## config.mk

```make
export PLATFORM = sky130hd
export DESIGN_NAME = sapc_ctrl
export DESIGN_NICKNAME = d
export VERILOG_FILES = /design/src/inc/sapc_pkg.sv /design/src/core/sapc_buf.sv /design/src/core/sapc_ctrl.sv
export SDC_FILE = /design/constraint.sdc
export NUM_CORES = 1
export LEC_CHECK = 0
export ABC_AREA = 1
export BUFFER_PORTS_ARGS = -buffer_cell sky130_fd_sc_hd__buf_2
export CORE_ASPECT_RATIO = 0.9
export CORE_MARGIN = 1
export CORE_UTILIZATION = 58
export DETAILED_ROUTE_END_ITERATION = 7
export GPL_TIMING_DRIVEN = 0
export PLACE_DENSITY_LB_ADDON = 0.12
export SLEW_MARGIN = 20
export SYNTH_ARGS = -nofsm -noshare
export SYNTH_HDL_FRONTEND = slang
export SYNTH_SLANG_ARGS = --single-unit
```

## constraint.sdc

```tcl
create_clock -name i_clk -period 1.94 [get_ports i_clk]
set_input_delay 0.291 -clock i_clk [delete_from_list [all_inputs] [get_ports i_clk]]
set_output_delay 0.291 -clock i_clk [all_outputs]
set_load 0.02 [all_outputs]
```

## src/inc/sapc_pkg.sv

```systemverilog
/*
 * sapc_pkg: constants and carrier types for the converter control block.
 * Assumes a single 50 MHz clock domain; no imports are used by clients.
 */
package sapc_pkg;
	// ----------------------------------------------------------------
	// widths and codes
	// ----------------------------------------------------------------
	localparam int DATA_W = 14;
	localparam logic [13:0] FLAG_CODE = 14'h3F80;
	localparam logic [13:0] ZERO_WORD = 14'h0000;
	localparam logic [2:0] INIT_CONVS = 3'h4;
	localparam int FOLD_BITS = 6;

	// ----------------------------------------------------------------
	// timing
	// ----------------------------------------------------------------
	localparam int CLK_PERIOD_NS = 20;
	localparam int CONV_TIME_NS = 273;
	// longest time rounds down
	localparam int CONV_CYCLES = CONV_TIME_NS / CLK_PERIOD_NS;
	localparam int RESET_PHASE_NS = 45;
	// least time rounds up
	localparam int RESET_PHASE_CYCLES = (RESET_PHASE_NS + CLK_PERIOD_NS - 1) / CLK_PERIOD_NS;
	localparam int POWERDOWN_THRESHOLD_NS = 7200;
	localparam int POWERDOWN_CYCLES =
		(POWERDOWN_THRESHOLD_NS + CLK_PERIOD_NS - 1) / CLK_PERIOD_NS;

	// ----------------------------------------------------------------
	// types
	// ----------------------------------------------------------------
	typedef enum logic [2:0] {
		ST_IDLE = 3'b000,
		ST_SAMPLE = 3'b001,
		ST_CONVERT = 3'b010,
		ST_NAP = 3'b011,
		ST_RESET = 3'b100,
		ST_POWERDOWN = 3'b101
	} sapc_state_t;

	typedef struct packed {
		logic [13:0] code;
		logic init_pending;
	} sapc_result_t;
endpackage : sapc_pkg

```

## src/core/sapc_buf.sv

```systemverilog
/*
 * sapc_buf: two-entry valid/ready buffer for conversion results.
 * Assumes one clock and synchronous active-high reset.
 */
`timescale 1ns/100ps
`default_nettype none
module sapc_buf #(
	parameter int WIDTH = 15
) (
	// clock and reset
	input wire logic i_clk,
	input wire logic i_rst,
	// fill side
	input wire logic i_valid,
	input wire logic [WIDTH-1:0] i_data,
	output logic o_ready,
	// drain side
	output logic o_valid,
	output logic [WIDTH-1:0] o_data,
	input wire logic i_ready
);
	logic [WIDTH-1:0] mem_r [2];
	logic [WIDTH-1:0] mem_nxt [2];
	logic wp_r, wp_nxt, rp_r, rp_nxt;
	logic [1:0] cnt_r, cnt_nxt;
	logic push, pop;

	// ----------------------------------------------------------------
	// pointer and storage update
	// ----------------------------------------------------------------
	always_comb begin
		push = i_valid && (cnt_r != 2'h2);
		pop = i_ready && (cnt_r != 2'h0);
		mem_nxt = mem_r;
		if (push) begin
			mem_nxt[wp_r] = i_data;
		end
		wp_nxt = push ? ~wp_r : wp_r;
		rp_nxt = pop ? ~rp_r : rp_r;
		cnt_nxt = cnt_r + {1'b0, push} - {1'b0, pop};
	end

	always_ff @(posedge i_clk) begin
		if (i_rst) begin
			wp_r <= 1'b0;
			rp_r <= 1'b0;
			cnt_r <= 2'h0;
		end else begin
			wp_r <= wp_nxt;
			rp_r <= rp_nxt;
			cnt_r <= cnt_nxt;
		end
		mem_r <= mem_nxt;
	end

	// honest full and empty
	assign o_ready = (cnt_r != 2'h2);
	assign o_valid = (cnt_r != 2'h0);
	assign o_data = mem_r[rp_r];
endmodule : sapc_buf
`default_nettype wire

```

## src/core/sapc_ctrl.sv

```systemverilog
/*
 * sapc_ctrl: digital control and parallel read port of a 14-bit SAR
 * converter. Start, busy, abort, nap, powerdown/reset and bus read.
 * Assumes all pins are synchronous to i_clk; the analog core hands a
 * result word through i_sar_code when the internal conversion ends.
 */
`timescale 1ns/100ps
`default_nettype none
module sapc_ctrl #(
	parameter int CONV_CYC = sapc_pkg::CONV_CYCLES,
	parameter int PD_CYC = sapc_pkg::POWERDOWN_CYCLES
) (
	// clock and reset
	input wire logic i_clk,
	input wire logic i_rst,
	// host strobes
	input wire logic i_convert_strobe_n,
	input wire logic i_chip_select_n,
	input wire logic i_read_n,
	input wire logic i_byte_select,
	input wire logic i_nap_enable_n,
	input wire logic i_powerdown_reset_n,
	// analog core result
	input wire logic [13:0] i_sar_code,
	// status
	output logic o_busy,
	output logic o_nap,
	output logic o_powerdown,
	output logic o_init_pending,
	// parallel data bus, data_line_msb is bit 13
	output logic [13:0] o_data,
	output logic o_data_oe
);
	sapc_pkg::sapc_state_t st_r, st_nxt;
	logic cs_q_r, cv_q_r;
	logic [15:0] cnt_r, cnt_nxt;
	logic [2:0] init_r, init_nxt;
	logic [13:0] res_r, res_nxt;
	logic busy_nxt, nap_nxt, pd_nxt, oe_nxt;
	logic [13:0] dout_nxt;
	logic cs_fall, cv_rise, cv_fall, conv_done, in_reset;
	logic bv, br, bo_v;
	logic [14:0] bd, bo_d;
	sapc_pkg::sapc_result_t bw;
	logic busy_r, nap_r, pd_r, oe_r, ip_r;
	logic [13:0] dout_r;

	// ----------------------------------------------------------------
	// edge detection of host strobes
	// ----------------------------------------------------------------
	// no reset value: tracking the pins through reset avoids a false edge on release
	always_ff @(posedge i_clk) begin
		cs_q_r <= i_chip_select_n;
		cv_q_r <= i_convert_strobe_n;
	end

	assign cs_fall = cs_q_r && !i_chip_select_n;
	assign cv_rise = !cv_q_r && i_convert_strobe_n;
	assign cv_fall = cv_q_r && !i_convert_strobe_n;
	assign in_reset = !i_powerdown_reset_n;
	assign conv_done = (st_r == sapc_pkg::ST_CONVERT) && (cnt_r == 16'(CONV_CYC - 1));

	// ----------------------------------------------------------------
	// main sequencer
	// ----------------------------------------------------------------
	always_comb begin
		st_nxt = st_r;
		cnt_nxt = cnt_r;
		init_nxt = init_r;
		res_nxt = res_r;
		bv = 1'b0;
		if (in_reset) begin
			// reset phase first; long hold powers the core down
			res_nxt = sapc_pkg::FLAG_CODE;
			init_nxt = sapc_pkg::INIT_CONVS;
			if (st_r == sapc_pkg::ST_RESET || st_r == sapc_pkg::ST_POWERDOWN) begin
				cnt_nxt = (cnt_r == 16'(PD_CYC)) ? cnt_r : cnt_r + 16'h0001;
				if (cnt_r >= 16'(PD_CYC - 1)) begin
					st_nxt = sapc_pkg::ST_POWERDOWN;
				end
			end else begin
				st_nxt = sapc_pkg::ST_RESET;
				cnt_nxt = 16'h0001;
			end
		end else begin
			unique case (st_r)
				sapc_pkg::ST_RESET, sapc_pkg::ST_POWERDOWN: begin
					// back to normal as soon as the pin rises
					st_nxt = sapc_pkg::ST_IDLE;
					cnt_nxt = 16'h0000;
				end
				sapc_pkg::ST_IDLE, sapc_pkg::ST_NAP: begin
					if (!i_nap_enable_n && st_r == sapc_pkg::ST_IDLE) begin
						st_nxt = sapc_pkg::ST_NAP;
					end else if (i_nap_enable_n && st_r == sapc_pkg::ST_NAP) begin
						st_nxt = sapc_pkg::ST_IDLE;
					end
					if ((cv_rise && !i_chip_select_n) || (cs_fall && i_convert_strobe_n)) begin
						st_nxt = sapc_pkg::ST_SAMPLE;
					end else if ((cv_fall && !i_chip_select_n)
							|| (cs_fall && !i_convert_strobe_n)) begin
						st_nxt = sapc_pkg::ST_CONVERT;
						cnt_nxt = 16'h0000;
					end
				end
				sapc_pkg::ST_SAMPLE: begin
					if ((cv_fall && !i_chip_select_n) || (cs_fall && !i_convert_strobe_n)) begin
						st_nxt = sapc_pkg::ST_CONVERT;
						cnt_nxt = 16'h0000;
					end
				end
				sapc_pkg::ST_CONVERT: begin
					cnt_nxt = cnt_r + 16'h0001;
					if (cs_fall && i_convert_strobe_n) begin
						// abort: flag code replaces the result
						st_nxt = sapc_pkg::ST_IDLE;
						res_nxt = sapc_pkg::FLAG_CODE;
					end else if (conv_done) begin
						res_nxt = i_sar_code;
						bv = 1'b1;
						init_nxt = (init_r != 3'h0) ? init_r - 3'h1 : 3'h0;
						if (!i_chip_select_n && i_convert_strobe_n) begin
							st_nxt = sapc_pkg::ST_SAMPLE;
						end else if (!i_nap_enable_n) begin
							st_nxt = sapc_pkg::ST_NAP;
						end else begin
							st_nxt = sapc_pkg::ST_IDLE;
						end
					end
				end
				default: begin
					st_nxt = sapc_pkg::ST_IDLE;
				end
			endcase
		end
	end

	always_ff @(posedge i_clk) begin
		if (i_rst) begin
			st_r <= sapc_pkg::ST_IDLE;
			cnt_r <= 16'h0000;
			init_r <= sapc_pkg::INIT_CONVS;
			res_r <= sapc_pkg::ZERO_WORD;
		end else begin
			st_r <= st_nxt;
			cnt_r <= cnt_nxt;
			init_r <= init_nxt;
			res_r <= res_nxt;
		end
	end

	// ----------------------------------------------------------------
	// result buffer: a stalled read port holds two finished words; further words are dropped while it is full
	// ----------------------------------------------------------------
	assign bw = '{code: i_sar_code, init_pending: (init_r != 3'h0)};
	assign bd = bw;
	// drain only while nobody is reading, so the init_pending flag of the head word holds
	assign br = i_read_n || i_chip_select_n;

	sapc_buf #(
		.WIDTH(15)
	) u_buf (
		.i_clk(i_clk),
		.i_rst(i_rst || in_reset),
		.i_valid(bv),
		.i_data(bd),
		.o_ready(),
		.o_valid(bo_v),
		.o_data(bo_d),
		.i_ready(br)
	);

	// ----------------------------------------------------------------
	// output registers and bus drive
	// ----------------------------------------------------------------
	always_comb begin
		busy_nxt = (st_nxt == sapc_pkg::ST_CONVERT);
		nap_nxt = (st_nxt == sapc_pkg::ST_NAP);
		pd_nxt = (st_nxt == sapc_pkg::ST_POWERDOWN);
		oe_nxt = !i_chip_select_n && !i_read_n;
		if (i_byte_select) begin
			dout_nxt = {res_nxt[sapc_pkg::FOLD_BITS-1:0], 8'h00};
		end else begin
			dout_nxt = res_nxt;
		end
	end

	always_ff @(posedge i_clk) begin
		if (i_rst) begin
			busy_r <= 1'b0;
			nap_r <= 1'b0;
			pd_r <= 1'b0;
			oe_r <= 1'b0;
			ip_r <= 1'b1;
			dout_r <= sapc_pkg::ZERO_WORD;
		end else begin
			busy_r <= busy_nxt;
			nap_r <= nap_nxt;
			pd_r <= pd_nxt;
			oe_r <= oe_nxt;
			ip_r <= bo_v ? bo_d[0] : (init_nxt != 3'h0);
			dout_r <= dout_nxt;
		end
	end

	assign o_busy = busy_r;
	assign o_nap = nap_r;
	assign o_powerdown = pd_r;
	assign o_init_pending = ip_r;
	assign o_data = dout_r;
	assign o_data_oe = oe_r;
endmodule : sapc_ctrl
`default_nettype wire

```

Word level (Yosys, flattened, before mapping)
Index checks and enable logic that the tools add are counted.
{"block": "word_totals", "regBits": 91, "output_inout_bits": 19, "wordCells": 118}
{"block": "classes", "addsub": 4, "magnitude_cmp": 4, "n_eq_ne": 14, "n_mux": 40, "bitwise": 4, "n_reduce_logical": 34}
{"op": "2-to-1 mux 16 bit", "count": 5}
{"op": "2-to-1 mux 14 bit", "count": 5}
{"op": "case mux 16 bit (4 select lines)", "count": 1}
{"op": "2-to-1 mux 3 bit", "count": 15}
{"op": "bitwise mux 30 bit", "count": 1}
{"op": "adder 16 x 1 -> 16 bit (second input constant)", "count": 1}
{"op": "equality test 16 x 4 -> 1 bit (second input constant)", "count": 1}
{"op": "equality test 16 x 9 -> 1 bit (second input constant)", "count": 1}
{"op": ">= comparator 16 x 9 -> 1 bit (second input constant)", "count": 1}
{"op": "demux 15 bit (select 1 bit)", "count": 1}
{"op": "logical AND 1 bit", "count": 15}
{"op": "2-to-1 mux 15 bit", "count": 1}
{"op": "equality test 3 x 2 -> 1 bit (second input constant)", "count": 4}
{"op": "equality test 3 bit (second input constant)", "count": 3}
{"op": "case mux 3 bit (3 select lines)", "count": 1}
{"op": "2-to-1 mux 1 bit", "count": 8}
{"op": "logical NOT 1 bit", "count": 6}
{"op": "!= test 3 bit (second input constant)", "count": 2}
{"op": "nonzero test 3 bit", "count": 2}
{"op": "OR reduction 2 bit", "count": 3}
{"op": "logical OR 1 bit", "count": 5}
{"op": "!= test 5 x 1 -> 1 bit (second input constant)", "count": 1}
{"op": ">= comparator 2 bit (second input constant)", "count": 2}
{"op": "2-to-1 mux 2 bit", "count": 2}
{"op": "11 further kinds", "count": 13}

Longest topological paths before layout
Gate-level depths: netlist (run 1).
{"block": "logic_depth", "ltp_word": 9, "depth_mapped": 13}

Hierarchy
A second synthesis (run 1) with hierarchy kept.
{"block": "unflattened", "cells_unflattened": 544, "area_unflattened_um2": 4478.0}
{"mod": "sapc_ctrl", "instances": 1, "cells_each": 462, "area_per_inst_um2": 3126.7, "seq_area_each_um2": 1141.1}
{"mod": "sapc_buf", "instances": 1, "cells_each": 82, "area_per_inst_um2": 1351.3, "seq_area_each_um2": 980.9}

Worst setup path before layout (run 1)
No wires, ideal clock.
{"block": "synth_timing", "kind": "input-to-reg", "from": "input i_chip_select_n", "to": "register u_buf.cnt_r[1]", "setup_ns": 0.070, "t_arrival_ns": 1.515, "path_slack_ns": 0.355, "cell_stages": 11, "n_path_buf": 0, "path_cell_list": "inv_1 -> nand2_1 -> nor2_2 -> nor2_2 -> inv_2 -> nor2_1 -> nand3_1 -> inv_1 -> ha_1 -> or2_2 -> a21oi_1"}
{"block": "synth_via", "elab_chain_cells": 9}
{"item": "start, declared", "line_no": "sapc_ctrl.sv:18", "source": "input wire logic i_chip_select_n,"}
{"item": "logical NOT 1 bit", "line_no": "sapc_ctrl.sv:57", "source": "assign cs_fall = cs_q_r && !i_chip_select_n;"}
{"item": "logical AND 1 bit", "line_no": "sapc_ctrl.sv:57"}
{"item": "logical AND 1 bit", "line_no": "sapc_ctrl.sv:114", "source": "if (cs_fall && i_convert_strobe_n) begin"}
{"item": "2-to-1 mux 1 bit", "line_no": "sapc_ctrl.sv:114"}
{"item": "2-to-1 mux 1 bit", "line_no": "sapc_ctrl.sv:86", "source": "unique case (st_r)"}
{"item": "2-to-1 mux 1 bit", "line_no": "sapc_ctrl.sv:72", "source": "if (in_reset) begin"}
{"item": "logical AND 1 bit", "line_no": "sapc_buf.sv:32", "source": "push = i_valid && (cnt_r != 2'h2);"}
{"item": "named net u_buf.push", "line_no": "sapc_buf.sv:26", "source": "logic push, pop;"}
{"item": "adder 2 x 1 -> 2 bit", "line_no": "sapc_buf.sv:40", "source": "cnt_nxt = cnt_r + {1'b0, push} - {1'b0, pop};"}
{"item": "subtractor 2 x 1 -> 2 bit", "line_no": "sapc_buf.sv:40"}
{"item": "end signal, assigned", "line_no": "sapc_buf.sv:51", "source": "cnt_r <= cnt_nxt;"}
{"item": "end, declared", "line_no": "sapc_buf.sv:25", "source": "logic [1:0] cnt_r, cnt_nxt;"}
The timed path passes the listed nets, and every way through them passes these cells.
A chain may end at the register's enable or synchronous reset.

Worst setup path after layout (run 1)
{"block": "layout_timing", "from": "register cnt_r[0]", "to": "register dout_r[13], in the netlist o_data[13]"}
{"block": "layout_via", "elab_chain_cells": 7}
{"item": "start, declared", "line_no": "sapc_ctrl.sv:36", "source": "logic [15:0] cnt_r, cnt_nxt;"}
{"item": "start signal, assigned", "line_no": "sapc_ctrl.sv:146", "source": "cnt_r <= cnt_nxt;"}
{"item": "equality test 16 x 4 -> 1 bit", "line_no": "sapc_ctrl.sv:61", "source": "assign conv_done = (st_r == sapc_pkg::ST_CONVERT) && (cnt_r == 16'(CONV_CYC - 1));"}
{"item": "logical AND 1 bit", "line_no": "sapc_ctrl.sv:61"}
{"item": "2-to-1 mux 14 bit", "line_no": "sapc_ctrl.sv:118", "source": "end else if (conv_done) begin"}
{"item": "2-to-1 mux 14 bit", "line_no": "sapc_ctrl.sv:114"}
{"item": "2-to-1 mux 14 bit", "line_no": "sapc_ctrl.sv:86"}
{"item": "2-to-1 mux 14 bit", "line_no": "sapc_ctrl.sv:72"}
{"item": "2-to-1 mux 14 bit", "line_no": "sapc_ctrl.sv:181", "source": "if (i_byte_select) begin"}
{"item": "end signal, assigned", "line_no": "sapc_ctrl.sv:195", "source": "dout_r <= sapc_pkg::ZERO_WORD;"}
{"item": "end signal, assigned", "line_no": "sapc_ctrl.sv:202", "source": "dout_r <= dout_nxt;"}
{"item": "end, declared", "line_no": "sapc_ctrl.sv:46", "source": "logic [13:0] dout_r;"}
No other way between the ends.

==> results of run 1 <==
## layout make-up
| type | instances | area share |
|---|---|---|
| repair buffers | 40 | 0.0524 |
| plain buffers | 11 | 0.0201 |
| well taps | 67 | 0.0217 |
| clock buffers | 9 | 0.0320 |
| multi-input cells | 333 | 0.442 |
| inverters | 84 | 0.0816 |
| clock inverters | 7 | 0.0184 |
| flip-flops and latches | 63 | 0.331 |
## stage by stage
stage                     instance area, sq um  hold slack [ps]  std cells   util  setup slack, ps
after CTS                                 3820             78.0        613  0.706             27.2
after global placement                    3620              438        597  0.669            -30.1
after global routing                      3870             82.2        614  0.714            -41.3
final                                     3870             83.0        614  0.714             97.6
after floorplan                           3340              319        491      -              355
after detailed placement                  3620              439        597  0.669            -20.1
## critical path, cell delays in order (launching register included)
cell	delay, ps
dfxtp_1	330
inv_1	120
ha_2	220
nand3_1	100
nor2_2	160
nand2_2	110
nor2_4	180
nand2_1	130
o21ai_2	200
nand2_1	100
nand2_1	80
inv_1	30
## cells in the mapped netlist
cell type / n / share of area
clkbuf_1: 4 / 0.0045
a21oi_2: 2 / 0.0052
nand3_1: 42 / 0.063
buf_8: 1 / 0.0045
o211ai_1: 2 / 0.0045
o221ai_1: 1 / 0.0026
nand2_4: 1 / 0.0034
nor2_4: 6 / 0.020
buf_6: 2 / 0.0067
a31oi_1: 2 / 0.0037
xnor2_1: 1 / 0.0026
o21ai_1: 9 / 0.013
buf_4: 2 / 0.0045
xor2_1: 5 / 0.013
nand2_1: 115 / 0.13
o21ai_2: 2 / 0.0052
buf_2: 2 / 0.0030
nand3_4: 2 / 0.010
nor2_2: 6 / 0.011
inv_1: 79 / 0.089
o21ai_0: 19 / 0.028
nand4_1: 15 / 0.028
nand2_2: 1 / 0.0019
a31o_2: 1 / 0.0026
edfxtp_1: 2 / 0.018
ha_1: 4 / 0.015
nand3_2: 3 / 0.0090
o21bai_1: 2 / 0.0045
nor2_1: 59 / 0.066
inv_2: 5 / 0.0056
a21oi_1: 17 / 0.025
or2_2: 2 / 0.0037
dfxtp_1: 61 / 0.37
nand3b_1: 1 / 0.0022
nor3_1: 12 / 0.018
nor2_8: 1 / 0.0060
## flip-flops by register name, indices dropped and copies added, names as in the netlist
name / cells
cnt_r: 16
res_r: 14
u_buf.wp_r: 1
o_busy: 1
o_init_pending: 1
u_buf.cnt_r: 2
cv_q_r: 1
o_data: 14
o_data_oe: 1
o_powerdown: 1
cs_q_r: 1
u_buf.mem_r: 2
o_nap: 1
st_r: 3
init_r: 3
u_buf.rp_r: 1
## path summary, 6_finish.rpt
kind                      to               start  slack (ps)
hold / removal        cv_q_r  i_convert_strobe_n          80
setup / recovery  o_data[13]            cnt_r[0]         100
hold reg to reg   u_buf.rp_r          u_buf.rp_r         490
setup reg to reg  o_data[13]            cnt_r[0]         100
## metal layers
metal | vias to the layer above | GRT usage | wire length [microns]
met5 | - | 0 | 0
met4 | 0 | 0.0877 | 105
met3 | 14 | 0.0761 | 547
met2 | 122 | 0.451 | 3720
met1 | 1467 | 0.377 | 3690
li1 | 1656 | - | -
## power by group
part	switching, mW	internal, mW	total, mW	leakage, nW
Sequential	0.0197	1.33	1.35	0.512
Combinational	0.197	0.0930	0.290	1.30
Clock	0.543	0.595	1.14	0.0999
Total	0.760	2.02	2.78	1.91
## cells by family after synthesis
family | share of synthesized area
buf+inv | 0.118
simple gates | 0.373
compound gates | 0.0958
xor+xnor | 0.0157
fa+ha+maj | 0.0150
flops | 0.383
## timing repair
item                                    in CTS  in global routing
pin swaps                                    0                  3
endpoints found under the setup margin       3                  7
cloned                                       0                  0
setup buffers                                0                  1
gates resized for setup                      3                 11
endpoints found under the hold margin        0                  0
==> flow_summary.ini, run 1 <==
[cells_and_area]
layout_commonest_cell = nand2_1
syn_to_final_growth_pct = 15.7
regArea_sq_um = 1280
drive_gt1_frac = 0.192
final_cell_mix = nand2_1, inv_1, dfxtp_1
antenna_cells_inserted = 0
final_net_count = 568
multi_input_area_sq_um = 1710
fill_cells = 480

[drt]
routed_wl_microns = 8070
vias = 3259
first_iter_violations = 248
drt_pass1_iterations = 5
final_antenna_net_count = 0
viasPerCell = 5.31
drc = 0
wl_per_cell_microns = 13.1

[critical_path]
worstPathArrival_ps = 2100
critPathKind = flip-flop to flip-flop
worstSetupEndpointType = flip-flop
cp_max_fo = 6
reg2regPathDepth = 11
startpoint_type = flip-flop
crit_required_ps = 2190

[clock_tree]
cts_root_buf = clkbuf_8
clock_sinks = 63
clk_pin_slew_ps = 70
tritoncts = yes
htree_levels = 3
cts_buffers = 9
clock_path_buffers = 2
holdBufCountCts = 0
clk_latency_ps = 350

[die]
die_h_microns = 74.0
rows = 25
die_w_microns = 82.0
start_util = 0.618
die_area_sq_um = 6070
ioPinCount = 41
fp.coreArea_sq_um = 5410

[sta]
final.setup.tns_ps = 0
clock_skew_ps = 8.17
period_minus_slack_ps = 1840
post-route-period-util = 0.950
slew_headroom = 0.610
fmax_mhz = 543
drv_slew = 0
tightest_slew_ps = 585
setup_viol = 0
hold_violations = 0

[min_path]
hp-class = input port to flip-flop
whs_path_depth = 1

[global_route]
grt_pass1_vias = 2874
grt_pass1_wl_microns = 12800
grt_antenna_before_repair = 0
grtUsageTotal = 0.284
grt_overflow = 0
grt_max_degree = 13

[synth]
syn_nets = 517
mappedNetlistArea_sq_um = 3340
ys_ff_latch = 63
syn_avg_cell_area_sq_um = 6.81
syn_inst = 491
synth_cell_types = 36
yosys_warnings = 0
ys_seq_area_frac = 0.383

[pwr]
power_mw = 2.78
leakage_nw = 1.91
ir_drop_v = 0.000691
powerDensity_nw_per_um2 = 719

[placed_design]
dp.final_hpwl_microns = 5770
gp_congestion = 0.968
port_buffers = 39

[flow_run]
cap_violations = 0

[outcome]
status = completed
(Power assumes the default switching activity.)
==> inputs of run 2 (changes only) <==
--- a/config.mk
+++ b/config.mk
@@ -10,6 +10,7 @@
 export CORE_ASPECT_RATIO = 0.9
 export CORE_MARGIN = 1
 export CORE_UTILIZATION = 58
+export CTS_BUF_LIST = sky130_fd_sc_hd__clkbuf_16
 export DETAILED_ROUTE_END_ITERATION = 7
 export GPL_TIMING_DRIVEN = 0
 export PLACE_DENSITY_LB_ADDON = 0.12
==> run 2 against run 1 <==
Hold slack improved by 19 ps. Sequential power about the same. Total power increased by 17%. Non-clock buffer count unchanged. Critical path type unchanged. Fmax increased by 0.57%. Final cell count unchanged. Largest power group is now clock. First-iteration DRC count increased by 13%.
==> flow_summary.ini, run 2 (synthesized netlist as in run 1, its figures left out) <==
[outcome]
status = completed

[die]
ioPinCount = 41
die_h_microns = 74.0
die_area_sq_um = 6070
start_util = 0.618
rows = 25
die_w_microns = 82.0
fp.coreArea_sq_um = 5410

[flow_run]
cap_violations = 0

[placed_design]
dp.final_hpwl_microns = 5770
port_buffers = 39
pre_cts_slack_ps = -20.1
gp_congestion = 0.968

[cells_and_area]
layout_commonest_cell = nand2_1
final_util = 0.732
final_net_count = 568
drive_gt1_frac = 0.190
top_register = cnt_r
syn_to_final_growth_pct = 18.6
antenna_cells_inserted = 0
final_cell_mix = nand2_1, inv_1, dfxtp_1
largest_reg_flops = 16

[clock_tree]
htree_levels = 3
clk_pin_slew_ps = 60
cts_buffers = 9
holdBufCountCts = 0
clock_path_buffers = 2
tritoncts = yes
clk_latency_ps = 330
clock_sinks = 63
cts_root_buf = clkbuf_16

[drt]
drc = 0
final_antenna_net_count = 0
routed_wl_microns = 8220
wl_per_cell_microns = 13.4
first_iter_violations = 281
viasPerCell = 5.33
drt_pass1_iterations = 5
vias = 3270

[pwr]
leakage_nw = 1.96
powerDensity_nw_per_um2 = 818
ir_drop_v = 0.000666

[critical_path]
crit_end = o_data[13]
critPathKind = flip-flop to flip-flop
startpoint_type = flip-flop
crit_required_ps = 2180
r2r_slack_ps = 110
crit_path_start = cnt_r[0]
worstPathArrival_ps = 2070
cp_max_fo = 6
reg2regPathDepth = 11
r2r_start = cnt_r[0]
worstSetupEndpointType = flip-flop
worstReg2RegEnd = o_data[13]

[global_route]
grt_antenna_before_repair = 0
grt_pass1_vias = 2901
grt_pass1_wl_microns = 13100
grt_overflow = 0
grtUsageTotal = 0.291
grt_max_degree = 13

[sta]
hold_violations = 0
tightest_slew_ps = 585
fmax_mhz = 546
final.setup.tns_ps = 0
setup_slack_ps = 108
setup_viol = 0
slew_headroom = 0.610
drv_slew = 0
period_minus_slack_ps = 1830
clock_skew_ps = 6.58
post-route-period-util = 0.944

[min_path]
hp-class = input port to flip-flop
run 2: final cells by class:
type	instances	area (sq um)
multi-input combinational	333	1710
clock inverter	7	71.3
buffer	11	77.6
sequential	63	1280
timing repair buffer	40	203
tap	67	83.8
clock buffer	9	225
fill	448	1450
inverter	84	315
run 2: through the flow:
step	power [mW]	hold slack (ps)	instance area, sq um	cells
after CTS	3.25	94.8	3920	613
after detailed placement	1.66	439	3620	597
after global placement	1.65	438	3620	597
final	3.24	102	3960	614
after global routing	3.33	108	3960	614
after floorplan	1.57	319	3340	491
run 2: power by group:
| part | internal (mW) | switching, mW | total (mW) |
|---|---|---|---|
| logic | 0.0927 | 0.200 | 0.293 |
| clock network | 0.995 | 0.600 | 1.60 |
| registers | 1.33 | 0.0198 | 1.35 |
run 2: routing by layer:
metal | up-vias | GRT usage | routed length [microns]
met1 | 1481 | 0.386 | 3720
met2 | 118 | 0.471 | 3850
met3 | 12 | 0.0577 | 547
met4 | 0 | 0.103 | 109
li1 | 1659 | - | -
met5 | - | 0 | 0
run 2: worst min path at each step:
stage | end | slack (ps) | depth (start not counted) | start
global placement | cv_q_r | 440 | 1 | i_convert_strobe_n
finish | cs_q_r | 100 | 1 | i_chip_select_n
CTS | cs_q_r | 90 | 1 | i_chip_select_n
floorplan | cs_q_r | 320 | 0 | i_chip_select_n
detailed placement | cv_q_r | 440 | 1 | i_convert_strobe_n
global route | cs_q_r | 110 | 1 | i_chip_select_n
run 2: worst max-delay path, cell delays in order, from the launching register on:
cell and delay, ps:
dfxtp_1 320, inv_1 110, ha_2 220, nand3_1 100, nor2_2 160, nand2_2 100, nor2_4 190, nand2_1 140
o21ai_2 190, nand2_1 100, nand2_1 80, inv_1 30
run 2: repair_timing:
action	CTS	global route
pin swaps	0	3
setup endpoints to repair	1	5
buffers inserted	0	1
resized for setup	2	11
==> inputs of run 3 (changes only) <==
--- a/config.mk
+++ b/config.mk
@@ -7,13 +7,15 @@
 export LEC_CHECK = 0
 export ABC_AREA = 1
 export BUFFER_PORTS_ARGS = -buffer_cell sky130_fd_sc_hd__buf_2
+export CELL_PAD_IN_SITES_DETAIL_PLACEMENT = 1
+export CELL_PAD_IN_SITES_GLOBAL_PLACEMENT = 2
 export CORE_ASPECT_RATIO = 0.9
 export CORE_MARGIN = 1
-export CORE_UTILIZATION = 58
+export CORE_UTILIZATION = 32
 export CTS_BUF_LIST = sky130_fd_sc_hd__clkbuf_16
 export DETAILED_ROUTE_END_ITERATION = 7
 export GPL_TIMING_DRIVEN = 0
-export PLACE_DENSITY_LB_ADDON = 0.12
+export PLACE_DENSITY = 0.77
 export SLEW_MARGIN = 20
 export SYNTH_ARGS = -nofsm -noshare
 export SYNTH_HDL_FRONTEND = slang
==> run 3 against run 2 <==
Hold slack worse by 3.7 ps. Via count down 1.2%. Sequential power about the same. Critical path depth down 3. Count of clock-buffer cells in the layout unchanged. Clock skew about the same. Combinational power up 4%. Critical endpoint is now u_buf.cnt_r[1]. Highest routed layer unchanged.
==> flow_summary.ini, run 3 (synthesized netlist as in run 1, its figures left out) <==
[outcome]
status = completed

[clock_tree]
clk_latency_ps = 330
cts_root_buf = clkbuf_16
clock_path_buffers = 2
clock_sinks = 63
holdBufCountCts = 0
tritoncts = yes
clk_pin_slew_ps = 60
cts_buffers = 9
htree_levels = 3

[pwr]
ir_drop_v = 0.000430
combPwrFrac = 0.093
switching_share = 0.255
p_sw_mw = 0.833
leakage_nw = 1.97
powerDensity_nw_per_um2 = 802
intPower_mw = 2.43
power_mw = 3.26
p_clk_frac = 0.492
power.share.sequential = 0.415

[drt]
wl_per_cell_microns = 14.1
first_iter_violations = 132
vias = 3232
viasPerCell = 4.77
drc = 0
routed_wl_microns = 9560
drt_pass1_iterations = 4
final_antenna_net_count = 0

[die]
rows = 35
die_w_microns = 110
fp.coreArea_sq_um = 10200
die_area_sq_um = 10900
start_util = 0.328
die_h_microns = 99.0
ioPinCount = 41

[sta]
clock_skew_ps = 6.13
timing.hold.ws_ps = 98.1
setup_viol = 0
slew_headroom = 0.603
final.setup.tns_ps = 0
setup_slack_ps = 198
tightest_slew_ps = 595
drv_slew = 0
fmax_mhz = 574
post-route-period-util = 0.898
rsz0062_at_grt = false
period_minus_slack_ps = 1740
hold_violations = 0

[placed_design]
pre_cts_slack_ps = -67.9
port_buffers = 39
dp.final_hpwl_microns = 7450
gp_congestion = 0.838

[critical_path]
cp_max_fo = 3
critPathKind = flip-flop to flip-flop
worstPathArrival_ps = 2010
crit_required_ps = 2210
r2r_start = u_buf.cnt_r[1]
startpoint_type = flip-flop
crit_path_start = u_buf.cnt_r[1]
worstSetupEndpointType = flip-flop

[cells_and_area]
top_register = cnt_r
regArea_sq_um = 1280
fill_cells = 1334
syn_to_final_growth_pct = 21.7
final_cell_mix = nand2_1, inv_1, dfxtp_1
multi_input_area_sq_um = 1720
drive_gt1_frac = 0.195
largest_reg_flops = 16
antenna_cells_inserted = 0
final_net_count = 570
layout_commonest_cell = nand2_1

[min_path]
worstHoldStart = i_chip_select_n
hp-class = input port to flip-flop

[global_route]
grt_max_degree = 13
grtUsageTotal = 0.193
grt_pass1_vias = 3368
grt_overflow = 0
grt_pass1_wl_microns = 16000
grt_antenna_before_repair = 0

[flow_run]
cap_violations = 0
[run 3: changes by cell type in the layout (fill, tap and decap cells not counted), moves of 2 or more]
cell and change:
buf_4 +2, o21ai_0 -2, nor2_1 -2, o21ai_2 -2
o21ai_1 +4
[run 3: power groups by stage]
| stage | Combinational (mW) | Clock, mW | Sequential (mW) |
|---|---|---|---|
| 2_1_floorplan | 0.178 | 0 | 1.39 |
| 3_3_place_gp | 0.287 | 0 | 1.38 |
| 3_5_place_dp | 0.292 | 0 | 1.38 |
| 4_1_cts | 0.293 | 1.65 | 1.35 |
| 5_1_grt | 0.345 | 1.70 | 1.36 |
| 6_report | 0.304 | 1.61 | 1.35 |
[run 3: critical path: stages (launching register included)]
cell and delay [ps]:
dfxtp_1 380, inv_1 50, o21ai_0 290, nor2_1 90
nand3_1 160, inv_1 90, ha_1 210, or2_2 290
a21oi_1 120
[run 3: final cells by class]
cell class,instances,share of cell area
multi-input combinational,333,0.422
sequential,63,0.316
inverter,84,0.0775
clock buffer,9,0.0554
timing repair buffer,42,0.0535
tap,129,0.0397
buffer,11,0.0191
clock inverter,7,0.0175
[run 3: path summary, 6_finish.rpt]
kind                            slack, ps              to  cells after the start
worst max-delay path                  200  u_buf.cnt_r[1]                      8
worst min-delay path                  100          cs_q_r                      1
worst max register to register        200  u_buf.cnt_r[1]                      8
worst min register to register        490        res_r[9]                      2
[run 3: what timing repair did]
action | in CTS | in global routing
gates resized for setup | 1 | 17
endpoints found under the hold margin | 0 | 0
pin swaps | 0 | 1
endpoints found under the setup margin | 1 | 19
setup buffers | 0 | 3
[run 3: per-stage QoR]
step | instances | util | instance area, sq um
CTS | 675 | 0.392 | 4000
floorplan | 491 | - | 3340
global route | 678 | 0.399 | 4070
global placement | 659 | 0.362 | 3700
finish | 678 | 0.399 | 4070
detailed placement | 659 | 0.362 | 3700
[run 3: routing by layer]
metal	GRT usage	part of all wire	vias to the layer above
li1	-	-	1655
met1	0.251	0.50	1522
met2	0.313	0.46	47
met3	0.0443	0.032	8
met4	0.0646	0.012	0
met5	0	0	-
